**config.mk**
```make
export PLATFORM = sky130hd
export DESIGN_NAME = reload_timer
export DESIGN_NICKNAME = d
export VERILOG_FILES = /design/src/reload_timer_pkg.sv /design/src/reload_timer.sv
export SDC_FILE = /design/constraint.sdc
export NUM_CORES = 1
export LEC_CHECK = 0
export BUFFER_PORTS_ARGS = -buffer_cell sky130_fd_sc_hd__buf_4
export CAP_MARGIN = 20
export CORE_MARGIN = 1
export CORE_UTILIZATION = 60
export DETAILED_ROUTE_END_ITERATION = 10
export PLACE_DENSITY_LB_ADDON = 0.3
export SYNTH_ARGS = -nofsm -noshare
export SYNTH_HDL_FRONTEND = slang
export SYNTH_SLANG_ARGS = --single-unit
```
**constraint.sdc**
```tcl
create_clock -name core_clk_i -period 5 [get_ports core_clk_i]
set_input_delay 1 -clock core_clk_i [delete_from_list [all_inputs] [get_ports core_clk_i]]
set_output_delay 1 -clock core_clk_i [all_outputs]
set_load 0.005 [all_outputs]
```
**src/reload_timer_pkg.sv**
```systemverilog
// Constants, register map and types of the reloadable capture/PWM timer
// Operation
// - Polarity clear: PWM high fraction is (reload minus pwm) over reload.
// - Polarity set: PWM high fraction is pwm over reload.
// - Capture mode copies the count into the PWM high and low bytes.
// - Polarity bit picks rising or falling input edge for capture.
// - Capture mode counts the prescaled system clock, not the input pin.
// - Capture raises interrupt, keeps counting, sets the capture-cause flag.
// - Reaching reload in capture mode interrupts, counts on, clears the flag.
// - Prescale field bits 5:3 divides input clock by two to the field.
// - Prescaler returns to its initial state whenever the timer is disabled.
// - Mode is four bits: control 0 bit 7 over control 1 bits 2:0.
// - Mode codes one-shot, continuous, counter, PWM, capture, compare, others.
// - Enabled: reading count high latches low byte; low reads return latch.
// - Disabled: reading count low returns the live counter low byte.
// - Count byte writes load the counter next edge; counting continues.
package reload_timer_pkg;
   // Register addresses (byte wide registers, one per address)
   localparam logic [3:0] ADDR_CTL0 = 4'h0;
   localparam logic [3:0] ADDR_CTL1 = 4'h1;
   localparam logic [3:0] ADDR_CNT_HI = 4'h2;
   localparam logic [3:0] ADDR_CNT_LO = 4'h3;
   localparam logic [3:0] ADDR_RLD_HI = 4'h4;
   localparam logic [3:0] ADDR_RLD_LO = 4'h5;
   localparam logic [3:0] ADDR_PWM_HI = 4'h6;
   localparam logic [3:0] ADDR_PWM_LO = 4'h7;
   localparam logic [3:0] ADDR_IRQ_STAT = 4'h8;
   localparam logic [3:0] ADDR_IRQ_MASK = 4'h9;
   // Field positions
   localparam int CTL0_MODE_HI_BIT = 7;
   localparam int CTL0_CAP_CAUSE_BIT = 4;
   localparam int CTL1_ENABLE_BIT = 7;
   localparam int CTL1_POL_BIT = 6;
   localparam int CTL1_PRESCALE_FIELD_MSB = 5;
   localparam int CTL1_PRESCALE_FIELD_LSB = 3;
   localparam int CTL1_MODE_MSB = 2;
   localparam int IRQ_RELOAD_BIT = 0;
   localparam int IRQ_CAPTURE_BIT = 1;
   // Reset values
   localparam logic [7:0] CTL_RESET = 8'h00;
   localparam logic [15:0] CNT_RESET = 16'h0000;
   localparam logic [15:0] RLD_RESET = 16'hFFFF;
   localparam logic [15:0] PWM_RESET = 16'h0000;
   localparam logic [15:0] CNT_RESTART = 16'h0001;
   localparam logic [1:0] IRQ_RESET = 2'h0;
   // Mode codes
   typedef enum logic [3:0] {
      MODE_ONE_SHOT = 4'h0,
      MODE_CONTINUOUS = 4'h1,
      MODE_COUNTER = 4'h2,
      MODE_PWM_SINGLE = 4'h3,
      MODE_CAPTURE = 4'h4,
      MODE_COMPARE = 4'h5,
      MODE_CAP_CMP = 4'h7,
      MODE_PWM_DUAL = 4'h8,
      MODE_CAP_RESTART = 4'h9,
      MODE_CMP_COUNTER = 4'hA
   } timer_mode_t;
endpackage

```
**src/reload_timer.sv**
```systemverilog
// Reloadable 16-bit timer with prescaler, PWM output and input capture
`timescale 1ns/100ps
`default_nettype none
module reload_timer
   import reload_timer_pkg::*;
(
   input wire logic core_clk_i,
   input wire logic srst_i,
   input wire logic [3:0] addr_i,
   input wire logic [7:0] wdata_i,
   input wire logic wr_i,
   input wire logic rd_i,
   output logic [7:0] rdata_o,
   input wire logic timer_in_i,
   output logic timer_out_o,
   output logic irq_o
);
   logic [7:0] ctl0_q;
   logic [7:0] ctl1_q;
   logic [15:0] cnt_q;
   logic [15:0] rld_q;
   logic [15:0] pwm_q;
   logic [7:0] hold_q;
   logic [6:0] pre_q;
   logic [1:0] stat_q;
   logic [1:0] mask_q;
   logic [7:0] rdata_q;
   logic out_q;
   logic in_s1_q;
   logic in_s2_q;
   logic in_prev_q;

   // Control field decode
   wire enable = ctl1_q[CTL1_ENABLE_BIT];
   wire pol = ctl1_q[CTL1_POL_BIT];
   wire [2:0] prescale_field = ctl1_q[CTL1_PRESCALE_FIELD_MSB:CTL1_PRESCALE_FIELD_LSB];
   wire [3:0] mode = {ctl0_q[CTL0_MODE_HI_BIT], ctl1_q[CTL1_MODE_MSB:0]};
   // decoded mode codes; other codes only count
   wire is_capture = (mode == MODE_CAPTURE);
   wire is_pwm = (mode == MODE_PWM_SINGLE);

   // Register write decode
   wire wr_ctl0 = wr_i && (addr_i == ADDR_CTL0);
   wire wr_ctl1 = wr_i && (addr_i == ADDR_CTL1);
   wire wr_cnt_hi = wr_i && (addr_i == ADDR_CNT_HI);
   wire wr_cnt_lo = wr_i && (addr_i == ADDR_CNT_LO);
   wire wr_rld_hi = wr_i && (addr_i == ADDR_RLD_HI);
   wire wr_rld_lo = wr_i && (addr_i == ADDR_RLD_LO);
   wire wr_pwm_hi = wr_i && (addr_i == ADDR_PWM_HI);
   wire wr_pwm_lo = wr_i && (addr_i == ADDR_PWM_LO);
   wire wr_stat = wr_i && (addr_i == ADDR_IRQ_STAT);
   wire wr_mask = wr_i && (addr_i == ADDR_IRQ_MASK);
   wire rd_cnt_hi = rd_i && (addr_i == ADDR_CNT_HI);

   // tick when the low prescale_field bits of the prescaler are all ones
   wire [6:0] pre_mask = 7'((8'h01 << prescale_field) - 8'h01);
   wire tick = enable && ((pre_q & pre_mask) == pre_mask);
   wire at_reload = (cnt_q == rld_q);
   wire reload_evt = tick && at_reload;

   // edge polarity follows the output polarity bit
   wire rise = in_s2_q && !in_prev_q;
   wire fall = !in_s2_q && in_prev_q;
   // capture only while enabled in capture mode
   wire cap_evt = enable && is_capture && (pol ? rise : fall);

   // Input pin synchroniser, first stage read only by the second
   always_ff @(posedge core_clk_i) begin
      if (srst_i) begin
         in_s1_q <= 1'b0;
         in_s2_q <= 1'b0;
         in_prev_q <= 1'b0;
      end else begin
         in_s1_q <= timer_in_i;
         in_s2_q <= in_s1_q;
         in_prev_q <= in_s2_q;
      end
   end

   always_ff @(posedge core_clk_i) begin
      if (srst_i || !enable) begin
         pre_q <= 7'h00;
      end else begin
         pre_q <= pre_q + 7'h01;
      end
   end

   // Control registers; hardware flag update wins over software write
   always_ff @(posedge core_clk_i) begin
      if (srst_i) begin
         ctl0_q <= CTL_RESET;
         ctl1_q <= CTL_RESET;
      end else begin
         if (wr_ctl0) begin
            ctl0_q <= wdata_i;
         end
         if (wr_ctl1) begin
            ctl1_q <= wdata_i;
         end
         if (cap_evt) begin
            ctl0_q[CTL0_CAP_CAUSE_BIT] <= 1'b1;
         end else if (reload_evt && is_capture) begin
            ctl0_q[CTL0_CAP_CAUSE_BIT] <= 1'b0;
         end
      end
   end

   // counter runs on prescaled system clock; byte loads win
   always_ff @(posedge core_clk_i) begin
      if (srst_i) begin
         cnt_q <= CNT_RESET;
      end else if (wr_cnt_hi || wr_cnt_lo) begin
         if (wr_cnt_hi) begin
            cnt_q[15:8] <= wdata_i;
         end else begin
            cnt_q[7:0] <= wdata_i;
         end
      end else if (reload_evt) begin
         cnt_q <= CNT_RESTART;
      end else if (tick) begin
         cnt_q <= cnt_q + 16'h0001;
      end
   end

   // Reload and PWM/capture registers
   always_ff @(posedge core_clk_i) begin
      if (srst_i) begin
         rld_q <= RLD_RESET;
         pwm_q <= PWM_RESET;
      end else begin
         if (wr_rld_hi) begin
            rld_q[15:8] <= wdata_i;
         end
         if (wr_rld_lo) begin
            rld_q[7:0] <= wdata_i;
         end
         if (cap_evt) begin
            pwm_q <= cnt_q;
         end else if (wr_pwm_hi) begin
            pwm_q[15:8] <= wdata_i;
         end else if (wr_pwm_lo) begin
            pwm_q[7:0] <= wdata_i;
         end
      end
   end

   // high byte read latches low byte while enabled
   always_ff @(posedge core_clk_i) begin
      if (srst_i) begin
         hold_q <= 8'h00;
      end else if (rd_cnt_hi && enable) begin
         hold_q <= cnt_q[7:0];
      end
   end

   // PWM output; the count runs 0001 to reload, so an inclusive
   // compare gives exactly pwm high cycles per period with polarity set
   wire below_pwm = (cnt_q <= pwm_q);
   always_ff @(posedge core_clk_i) begin
      if (srst_i) begin
         out_q <= 1'b0;
      end else if (enable && is_pwm) begin
         out_q <= pol ? below_pwm : !below_pwm;
      end else begin
         out_q <= pol;
      end
   end

   // Interrupt status: set wins over write-one-to-clear
   wire [1:0] evt = {cap_evt, reload_evt};
   wire [1:0] clr = wr_stat ? wdata_i[1:0] : 2'h0;
   always_ff @(posedge core_clk_i) begin
      if (srst_i) begin
         stat_q <= IRQ_RESET;
         mask_q <= IRQ_RESET;
      end else begin
         stat_q <= (stat_q & ~clr) | evt;
         if (wr_mask) begin
            mask_q <= wdata_i[1:0];
         end
      end
   end

   // Read multiplexer; live low byte when disabled
   wire [7:0] lo_view = enable ? hold_q : cnt_q[7:0];
   logic [7:0] rsel;
   always_comb begin
      case (addr_i)
         ADDR_CTL0: rsel = ctl0_q;
         ADDR_CTL1: rsel = ctl1_q;
         ADDR_CNT_HI: rsel = cnt_q[15:8];
         ADDR_CNT_LO: rsel = lo_view;
         ADDR_RLD_HI: rsel = rld_q[15:8];
         ADDR_RLD_LO: rsel = rld_q[7:0];
         ADDR_PWM_HI: rsel = pwm_q[15:8];
         ADDR_PWM_LO: rsel = pwm_q[7:0];
         ADDR_IRQ_STAT: rsel = {6'h00, stat_q};
         ADDR_IRQ_MASK: rsel = {6'h00, mask_q};
         default: rsel = 8'h00;
      endcase
   end

   always_ff @(posedge core_clk_i) begin
      if (srst_i) begin
         rdata_q <= 8'h00;
      end else begin
         rdata_q <= rd_i ? rsel : 8'h00;
      end
   end

   assign rdata_o = rdata_q;
   assign timer_out_o = out_q;
   assign irq_o = |(stat_q & mask_q);

   // Assertions
   a_capture_copy: assert property (@(posedge core_clk_i) disable iff (srst_i)
      cap_evt && !wr_cnt_hi |=> pwm_q == $past(cnt_q))
      else $error("capture did not copy count");
   a_capture_edge: assert property (@(posedge core_clk_i) disable iff (srst_i)
      cap_evt |-> (pol ? (in_s2_q && !in_prev_q) : (!in_s2_q && in_prev_q)))
      else $error("capture on wrong edge");
   a_cause_set: assert property (@(posedge core_clk_i) disable iff (srst_i)
      cap_evt |=> ctl0_q[CTL0_CAP_CAUSE_BIT] && stat_q[IRQ_CAPTURE_BIT])
      else $error("capture cause not set");
   a_cause_clear: assert property (@(posedge core_clk_i) disable iff (srst_i)
      reload_evt && is_capture && !cap_evt && !wr_ctl0
      |=> !ctl0_q[CTL0_CAP_CAUSE_BIT] && stat_q[IRQ_RELOAD_BIT])
      else $error("reload did not clear cause");
   a_prescale_field_reset: assert property (@(posedge core_clk_i) disable iff (srst_i)
      !enable |=> pre_q == 7'h00)
      else $error("prescaler not reset when disabled");
   a_prescale_field_div: assert property (@(posedge core_clk_i) disable iff (srst_i)
      tick && prescale_field == 3'h1 && !wr_ctl1 ##1 !wr_ctl1 |-> !tick ##1 tick)
      else $error("divide by two wrong");
   a_hold_latch: assert property (@(posedge core_clk_i) disable iff (srst_i)
      rd_cnt_hi && enable |=> hold_q == $past(cnt_q[7:0]))
      else $error("low byte not latched");
   a_live_low: assert property (@(posedge core_clk_i) disable iff (srst_i)
      rd_i && addr_i == ADDR_CNT_LO && !enable |=> rdata_o == $past(cnt_q[7:0]))
      else $error("disabled low read not live");
   a_byte_load: assert property (@(posedge core_clk_i) disable iff (srst_i)
      wr_cnt_lo |=> cnt_q[7:0] == $past(wdata_i))
      else $error("count byte not loaded");
   a_restart: assert property (@(posedge core_clk_i) disable iff (srst_i)
      reload_evt && !wr_cnt_hi && !wr_cnt_lo |=> cnt_q == CNT_RESTART)
      else $error("no restart from one");
   a_pwm_level: assert property (@(posedge core_clk_i) disable iff (srst_i)
      enable && is_pwm && !pol && !wr_ctl1 |=> timer_out_o == !$past(below_pwm))
      else $error("pwm level wrong");
   a_pwm_high: assert property (@(posedge core_clk_i) disable iff (srst_i)
      enable && is_pwm && pol && !wr_ctl1 |=> timer_out_o == $past(below_pwm))
      else $error("pwm set polarity level wrong");
   a_out_rest: assert property (@(posedge core_clk_i) disable iff (srst_i)
      !(enable && is_pwm) |=> timer_out_o == $past(pol))
      else $error("idle output not at polarity");
   a_hi_load: assert property (@(posedge core_clk_i) disable iff (srst_i)
      wr_cnt_hi |=> cnt_q[15:8] == $past(wdata_i))
      else $error("count high byte not loaded");
   a_stat_clear: assert property (@(posedge core_clk_i) disable iff (srst_i)
      wr_stat && wdata_i[IRQ_RELOAD_BIT] && !reload_evt
      |=> !stat_q[IRQ_RELOAD_BIT])
      else $error("reload status not cleared");
   a_rdata_idle: assert property (@(posedge core_clk_i) disable iff (srst_i)
      !rd_i |=> rdata_o == 8'h00)
      else $error("read data not idle");
   c_capture: cover property (@(posedge core_clk_i) cap_evt);
   c_reload: cover property (@(posedge core_clk_i) reload_evt && is_capture);
   c_irq: cover property (@(posedge core_clk_i) irq_o);
   c_pwm_toggle: cover property (@(posedge core_clk_i) is_pwm && $rose(out_q));
endmodule // reload_timer
`default_nettype wire

```
==> results of run 1 <==
[final cells by class]
cell class                 instances  area (um2)
sequential                        95        1900
multi-input combinational        485        3230
tap                              108         135
inverter                          22        82.6
fill                             741        3000
clock inverter                     4        76.3
clock buffer                      12         165
timing repair buffer              29         215
[cell usage after synthesis (all sizes together), types with 6 or more instances]
| cell type | number | area [um2] |
|---|---|---|
| dfxtp | 95 | 1900 |
| nand2 | 77 | 289 |
| nor2 | 69 | 259 |
| mux2i | 48 | 480 |
| nand3 | 43 | 215 |
| clkbuf | 38 | 143 |
| a21oi | 34 | 170 |
| inv | 22 | 82.6 |
| buf | 21 | 149 |
| xnor2 | 21 | 225 |
| ha | 19 | 238 |
| a311oi | 16 | 140 |
| and3 | 16 | 103 |
| nor3 | 16 | 80.1 |
| nand4 | 14 | 93.8 |
| o21ai | 11 | 55.1 |
| nor2b | 9 | 56.3 |
| a221oi | 8 | 70.1 |
| a31oi | 8 | 65.1 |
| a22oi | 6 | 45.0 |
[kinds of logic (layout without fill, tap and decap cells)]
group | Yosys count | count (layout) | share of synthesized area (%)
DFF | 95 | 95 | 34.6
xor gates and xnor gates | 22 | 22 | 4.25
AOI/OAI and AO/OA | 127 | 127 | 16.4
and+or+nand+nor | 262 | 262 | 22.5
adders and majority gates | 19 | 19 | 4.32
buffers and inverters | 81 | 67 | 6.80
muxes | 55 | 55 | 11.2
[layer usage]
metal,track usage (%),vias up,wire length (um)
li1,-,2331,-
met1,43.6,2407,6110
met2,52.3,308,6910
met3,7.80,66,1740
met4,20.0,0,806
met5,0,-,0
[power by group through the flow]
| stage | combinational, mW | clock [mW] | sequential, mW |
|---|---|---|---|
| 2_1_floorplan | 0.131 | 0 | 0.794 |
| 3_3_place_gp | 0.151 | 0 | 0.815 |
| 3_5_place_dp | 0.154 | 0 | 0.816 |
| 4_1_cts | 0.155 | 0.608 | 0.798 |
| 5_1_grt | 0.174 | 0.632 | 0.802 |
| 6_report | 0.160 | 0.599 | 0.800 |
[worst reg2reg max path, stage by stage (launching register included)]
cell and delay, ns:
dfxtp_1 0.40, or3_1 0.40, ha_1 0.28, o21ai_0 0.09, a31oi_1 0.29, o31ai_1 0.20
nor2_1 0.31, nor2_1 0.25, or4_1 0.55, a31oi_1 0.13
[registers in the layout, indices dropped and copies added, names as in the netlist]
name and cells:
cnt_q 16, ctl0_q 8, ctl1_q 8, hold_q 8, in_prev_q 1, in_s1_q 1, in_s2_q 1, mask_q 2
pre_q 7, pwm_q 16, rdata_o 8, rld_q 16, stat_q 2, timer_out_o 1
[metrics by stage]
stage          hold slack (ns)  std cells  setup WS, ns
6_report                 0.444        755          1.45
3_5_place_dp             0.424        738          1.17
2_1_floorplan            0.414        661          2.36
3_3_place_gp             0.417        738          1.32
5_1_grt                  0.460        755          1.21
4_1_cts                  0.448        754          1.57
[worst max path at each step]
| stage | startpoint | to | slack (ns) | depth (start not counted) |
|---|---|---|---|---|
| 6_report | addr_i[2] | cnt_q[9]$_SDFFE_PP0P_ | 1.45 | 8 |
| 3_3_place_gp | addr_i[2] | cnt_q[9]$_SDFFE_PP0P_ | 1.32 | 8 |
| 4_1_cts | addr_i[2] | cnt_q[9]$_SDFFE_PP0P_ | 1.57 | 8 |
| 3_5_place_dp | addr_i[2] | cnt_q[9]$_SDFFE_PP0P_ | 1.17 | 8 |
| 5_1_grt | addr_i[2] | cnt_q[9]$_SDFFE_PP0P_ | 1.21 | 8 |
| 2_1_floorplan | addr_i[2] | hold_q[6]$_SDFFE_PP0P_ | 2.36 | 9 |
==> results.yml, run 1 <==
critical_path:
  start_kind: "input pin"
  critical_path_class: "input pin to flip-flop"
  critPathCaptureType: "flip-flop"
  reg2reg_from: "ctl1_q[3]$_SDFFE_PP0P_"
  crit_chain: "buf_4 > nor2_1 > nand3_1 > nor2_1 > nor2_1 > nor2_1 > a21oi_1 > a31oi_1"
  worst_path_largest_cell_delay_ns: 0.61
  crit_fanout: 18
  required_ns: 5.29
  worst_r2r_path_depth: 9
  r2r_end: "cnt_q[9]$_SDFFE_PP0P_"
  critPathBufInv: 1
  r2r_setup_slack_ns: 2.04
  cp.arrival_ns: 3.85
  cpMostUsedCell: "nor2_1"
  crit_path_top_delay_cell: "nor2_1"
  crit_family: "simple AND/OR/NAND/NOR gates"
route:
  ant_nets: 0
  post_drt_wl_per_cell_um: 20.6
  post-route-drc-count: 4
  first_pass_iters: 10
  drtIter0Drc: 535
  vias_per_cell: 6.77
  vias: 5112
  wl_mm: 15.6
placement:
  placed_area_um2: 5560
  dp_hpwl_mm: 10.6
  place.gp.congestion: 0.987
  io_buffers: 26
die:
  dieArea_um2: 9560
  initial_core_util_pct: 62.5
  die_x_um: 97.8
  die_h_um: 97.8
  io_pins: 27
  core_um2: 8810
  std_cell_rows: 34
sta:
  setup_viol: 0
  fin_crit_sh_pct: 71.0
  slew_headroom_pct: 30.9
  fin_setup_tns_ns: 0
  period_needed_ns: 3.55
  skew_ns: 0.0132
  hold_violations: 0
  fmax_ghz: 0.282
  finalMaxSlewViolations: 0
  rsz0062_at_grt: "false"
  max_slew.worst_pin.slew_ns: 1.04
yosys:
  synth_edf_count: 0
  synthCells: 661
  syn_area_per_cell_um2: 8.32
  synth_area_um2: 5500
  ys.flop_type: "dfxtp_1"
  synth_seq_cells: 95
  synth.distinct_cells: 60
  ys_seq_area_share_pct: 34.6
  async_reset_ff_share_pct: 0
  ys_warn_count: 0
  synth_fp_nets: 697
run:
  drv_cap: 0
global_routing:
  grt_pass1_vias: 4853
  grt-ovfl-total: 0
  antenna_found_initial: 0
  track_usage_pct: 33.9
  grt_pass1_wl_mm: 25.2
  grt_start_max_net_pins: 63
finish:
  finalNetCount: 678
  final_area_um2: 5800
  drive_above_1_share_pct: 9.89
  area_growth_pct: 5.46
  final_util_pct: 65.9
  mostFrequentLayoutCell: "dfxtp_1"
  final_cell_mix: "dfxtp_1 (95), nand2_1 (77), nor2_1 (69), mux2i_1 (48), nand3_1 (43)"
  antenna_cells: 0
worst_hold_path:
  hp-class: "flip-flop to flip-flop"
  min_to: "in_s2_q$_SDFF_PP0_"
  min_from: "in_s1_q$_SDFF_PP0_"
  whs_path_depth: 1
clock_tree:
  cts_hold_buf: 0
  cts_sinks: 95
  cts_setup_buffers: 0
  cts_resized: 0
  clk_latency_ns: 0.37
  cts_root_buffer: "clkbuf_8"
  numCtsBuffers: 9
  cts_tree: "yes"
  h-tree-depth: 3
  clockBufferDepth: 2
  cts.clk_slew.worst_paths_ns: 0.09
power_and_ir_drop:
  pwr-share-seq_pct: 51.3
  total_power_mw: 1.56
  netSwitchingFraction_pct: 25.8
  power_switching_mw: 0.403
  pwr-share-comb_pct: 10.2
  p_int_mw: 1.16
  p_leak_nw: 2.16
  ir_drop_v: 0.000138
  powerDensity_nw_per_um2: 269
  clkPwrFrac_pct: 38.4
outcome:
  failed_checks: "DRC"
  status: "complete, but fails checks"
Note: power is estimated with default switching activity, not from simulation.
==> run 2, diff against run 1 <==
--- a/config.mk
+++ b/config.mk
@@ -8,7 +8,7 @@
 export BUFFER_PORTS_ARGS = -buffer_cell sky130_fd_sc_hd__buf_4
 export CAP_MARGIN = 20
 export CORE_MARGIN = 1
-export CORE_UTILIZATION = 60
+export CORE_UTILIZATION = 56
 export DETAILED_ROUTE_END_ITERATION = 10
 export PLACE_DENSITY_LB_ADDON = 0.3
 export SYNTH_ARGS = -nofsm -noshare
==> constraint.sdc (replaced) <==
create_clock -name core_clk_i -period 3 [get_ports core_clk_i]
set_input_delay 0.6 -clock core_clk_i [delete_from_list [all_inputs] [get_ports core_clk_i]]
set_output_delay 0.6 -clock core_clk_i [all_outputs]
set_load 0.005 [all_outputs]
==> results.yml, run 2 (synthesis results as in run 1) <==
power_and_ir_drop:
  pwr-share-seq_pct: 52.5
  clkPwrFrac_pct: 34.8
  total_power_mw: 2.50
  powerDensity_nw_per_um2: 417
  netSwitchingFraction_pct: 30.3
  p_leak_nw: 2.28
  ir_drop_v: 0.000425
  p_int_mw: 1.74
  power_switching_mw: 0.757
  pwr-share-comb_pct: 12.7
finish:
  final_area_um2: 6000
  final_util_pct: 64.0
  final_cell_mix: "dfxtp_1 (95), nand2_1 (77), nor2_1 (69), buf_4 (55), mux2i_1 (48)"
  n_fill_cell: 847
  finalNetCount: 704
  multi_input_area_um2: 3230
  area_growth_pct: 9.00
  seq_area_um2: 1900
  fin_cells: 802
  mostFrequentLayoutCell: "dfxtp_1"
  reg.largest.list: "cnt_q x16, pwm_q x16, rld_q x16"
  drive_above_1_share_pct: 13.4
  antenna_cells: 0
critical_path:
  crit_path_top_delay_cell: "dfxtp_1"
  cp.arrival_ns: 2.99
  critical_path_class: "flip-flop to flip-flop"
  critPathCaptureType: "flip-flop"
  worst_path_largest_cell_delay_ns: 0.42
  crit_chain: "or3_1 > ha_1 > o21ai_0 > a31oi_1 > o31ai_1 > nor2_1 > nor2_1 > a221o_1 > a22o_1"
  required_ns: 3.29
  r2r_setup_slack_ns: 0.30
  cpMostUsedCell: "nor2_1"
  crit_fanout: 10
  start_kind: "flip-flop"
clock_tree:
  cts_setup_buffers: 0
  h-tree-depth: 3
  cts_resized: 0
  cts_hold_buf: 0
  clockBufferDepth: 2
  cts_root_buffer: "clkbuf_8"
  cts_sinks: 95
  numCtsBuffers: 9
  clk_latency_ns: 0.38
  cts_tree: "yes"
  cts.clk_slew.worst_paths_ns: 0.11
outcome:
  status: "finished, final reports clean"
global_routing:
  grt_start_max_net_pins: 35
  grt_pass1_wl_mm: 26.3
  grt-ovfl-total: 0
  track_usage_pct: 34.0
  grt_pass1_vias: 4995
  antenna_found_initial: 1
route:
  post-route-drc-count: 0
  vias_per_cell: 6.51
  wl_mm: 16.5
  post_drt_wl_per_cell_um: 20.6
  ant_nets: 0
  first_pass_iters: 5
  vias: 5222
  drtIter0Drc: 480
sta:
  period_needed_ns: 2.70
  max_slew.worst_pin.slew_ns: 0.775
  hold_violations: 0
  fmax_ghz: 0.370
  fin_setup_tns_ns: 0
  rsz0062_at_grt: "false"
  finalMaxSlewViolations: 0
  skew_ns: 0.0136
  fin_crit_sh_pct: 90.0
  setup_viol: 0
  slew_headroom_pct: 47.9
die:
  initial_core_util_pct: 58.7
  dieArea_um2: 10200
  core_um2: 9370
  die_x_um: 101
  std_cell_rows: 35
  io_pins: 27
  die_h_um: 101
run:
  drv_cap: 0
worst_hold_path:
  hp-class: "input pin to flip-flop"
placement:
  place.gp.congestion: 1.03
  placed_area_um2: 5790
  dpl.cell_count: 786
  io_buffers: 26
  dp_hpwl_mm: 11.9
[run 2: changes by cell type in the layout (fill, tap and decap cells not counted)]
cell        before  now
clkinv_4         1    2
bufinv_16        2    0
inv_8            0    2
clkinvlp_4       1    0
buf_2            1    0
clkinv_8         0    3
buf_4           28   55
clkbuf_8        12    9
[run 2: final timing paths]
check / startpoint / cells after the start / to
setup / recovery: ctl1_q[4]$_SDFFE_PP0P_ / 9 / cnt_q[5]$_SDFFE_PP0P_
hold / removal: timer_in_i / 2 / in_s1_q$_SDFF_PP0_
setup reg to reg: ctl1_q[4]$_SDFFE_PP0P_ / 9 / cnt_q[5]$_SDFFE_PP0P_
hold reg to reg: ctl0_q[5]$_SDFFE_PP0P_ / 2 / ctl0_q[5]$_SDFFE_PP0P_
[run 2: power groups by stage]
| stage | clock network, mW | registers, mW | logic, mW |
|---|---|---|---|
| 6_report | 0.870 | 1.31 | 0.317 |
| 5_1_grt | 0.939 | 1.31 | 0.339 |
| 4_1_cts | 0.893 | 1.31 | 0.310 |
| 3_5_place_dp | 0 | 1.34 | 0.308 |
| 3_3_place_gp | 0 | 1.34 | 0.303 |
| 2_1_floorplan | 0 | 1.32 | 0.218 |
[run 2: final cells by class]
type / count / share of cell area (%)
inverter: 22 / 1.38
clock buffer: 9 / 2.07
multi-input combinational: 485 / 53.8
clock inverter: 7 / 1.48
timing repair buffer: 55 / 6.88
sequential: 95 / 31.7
tap: 129 / 2.69
[run 2: worst max-delay path, delay by kind of cell, from the launching register on]
kind,cells,cell delay [ns]
AO/OA/AOI/OAI,5,1.02
adder cells (fa/ha/maj),1,0.29
flip-flops,1,0.42
AND/OR/NAND/NOR,3,0.88
[run 2: per-layer routing]
metal | GRT usage [%] | up-vias | share of wire [%]
met5 | 0 | - | 0.055
met4 | 17.3 | 2 | 4.1
met3 | 7.73 | 62 | 11
met2 | 53.6 | 336 | 45
met1 | 43.8 | 2443 | 39
li1 | - | 2379 | -
[run 2: per-stage QoR]
step	worst slack [ns]	hold slack, ns
floorplan	0.560	0.414
global placement	0.454	0.419
detailed placement	0.371	0.448
CTS	0.345	0.420
global route	0.148	0.442
finish	0.299	0.436
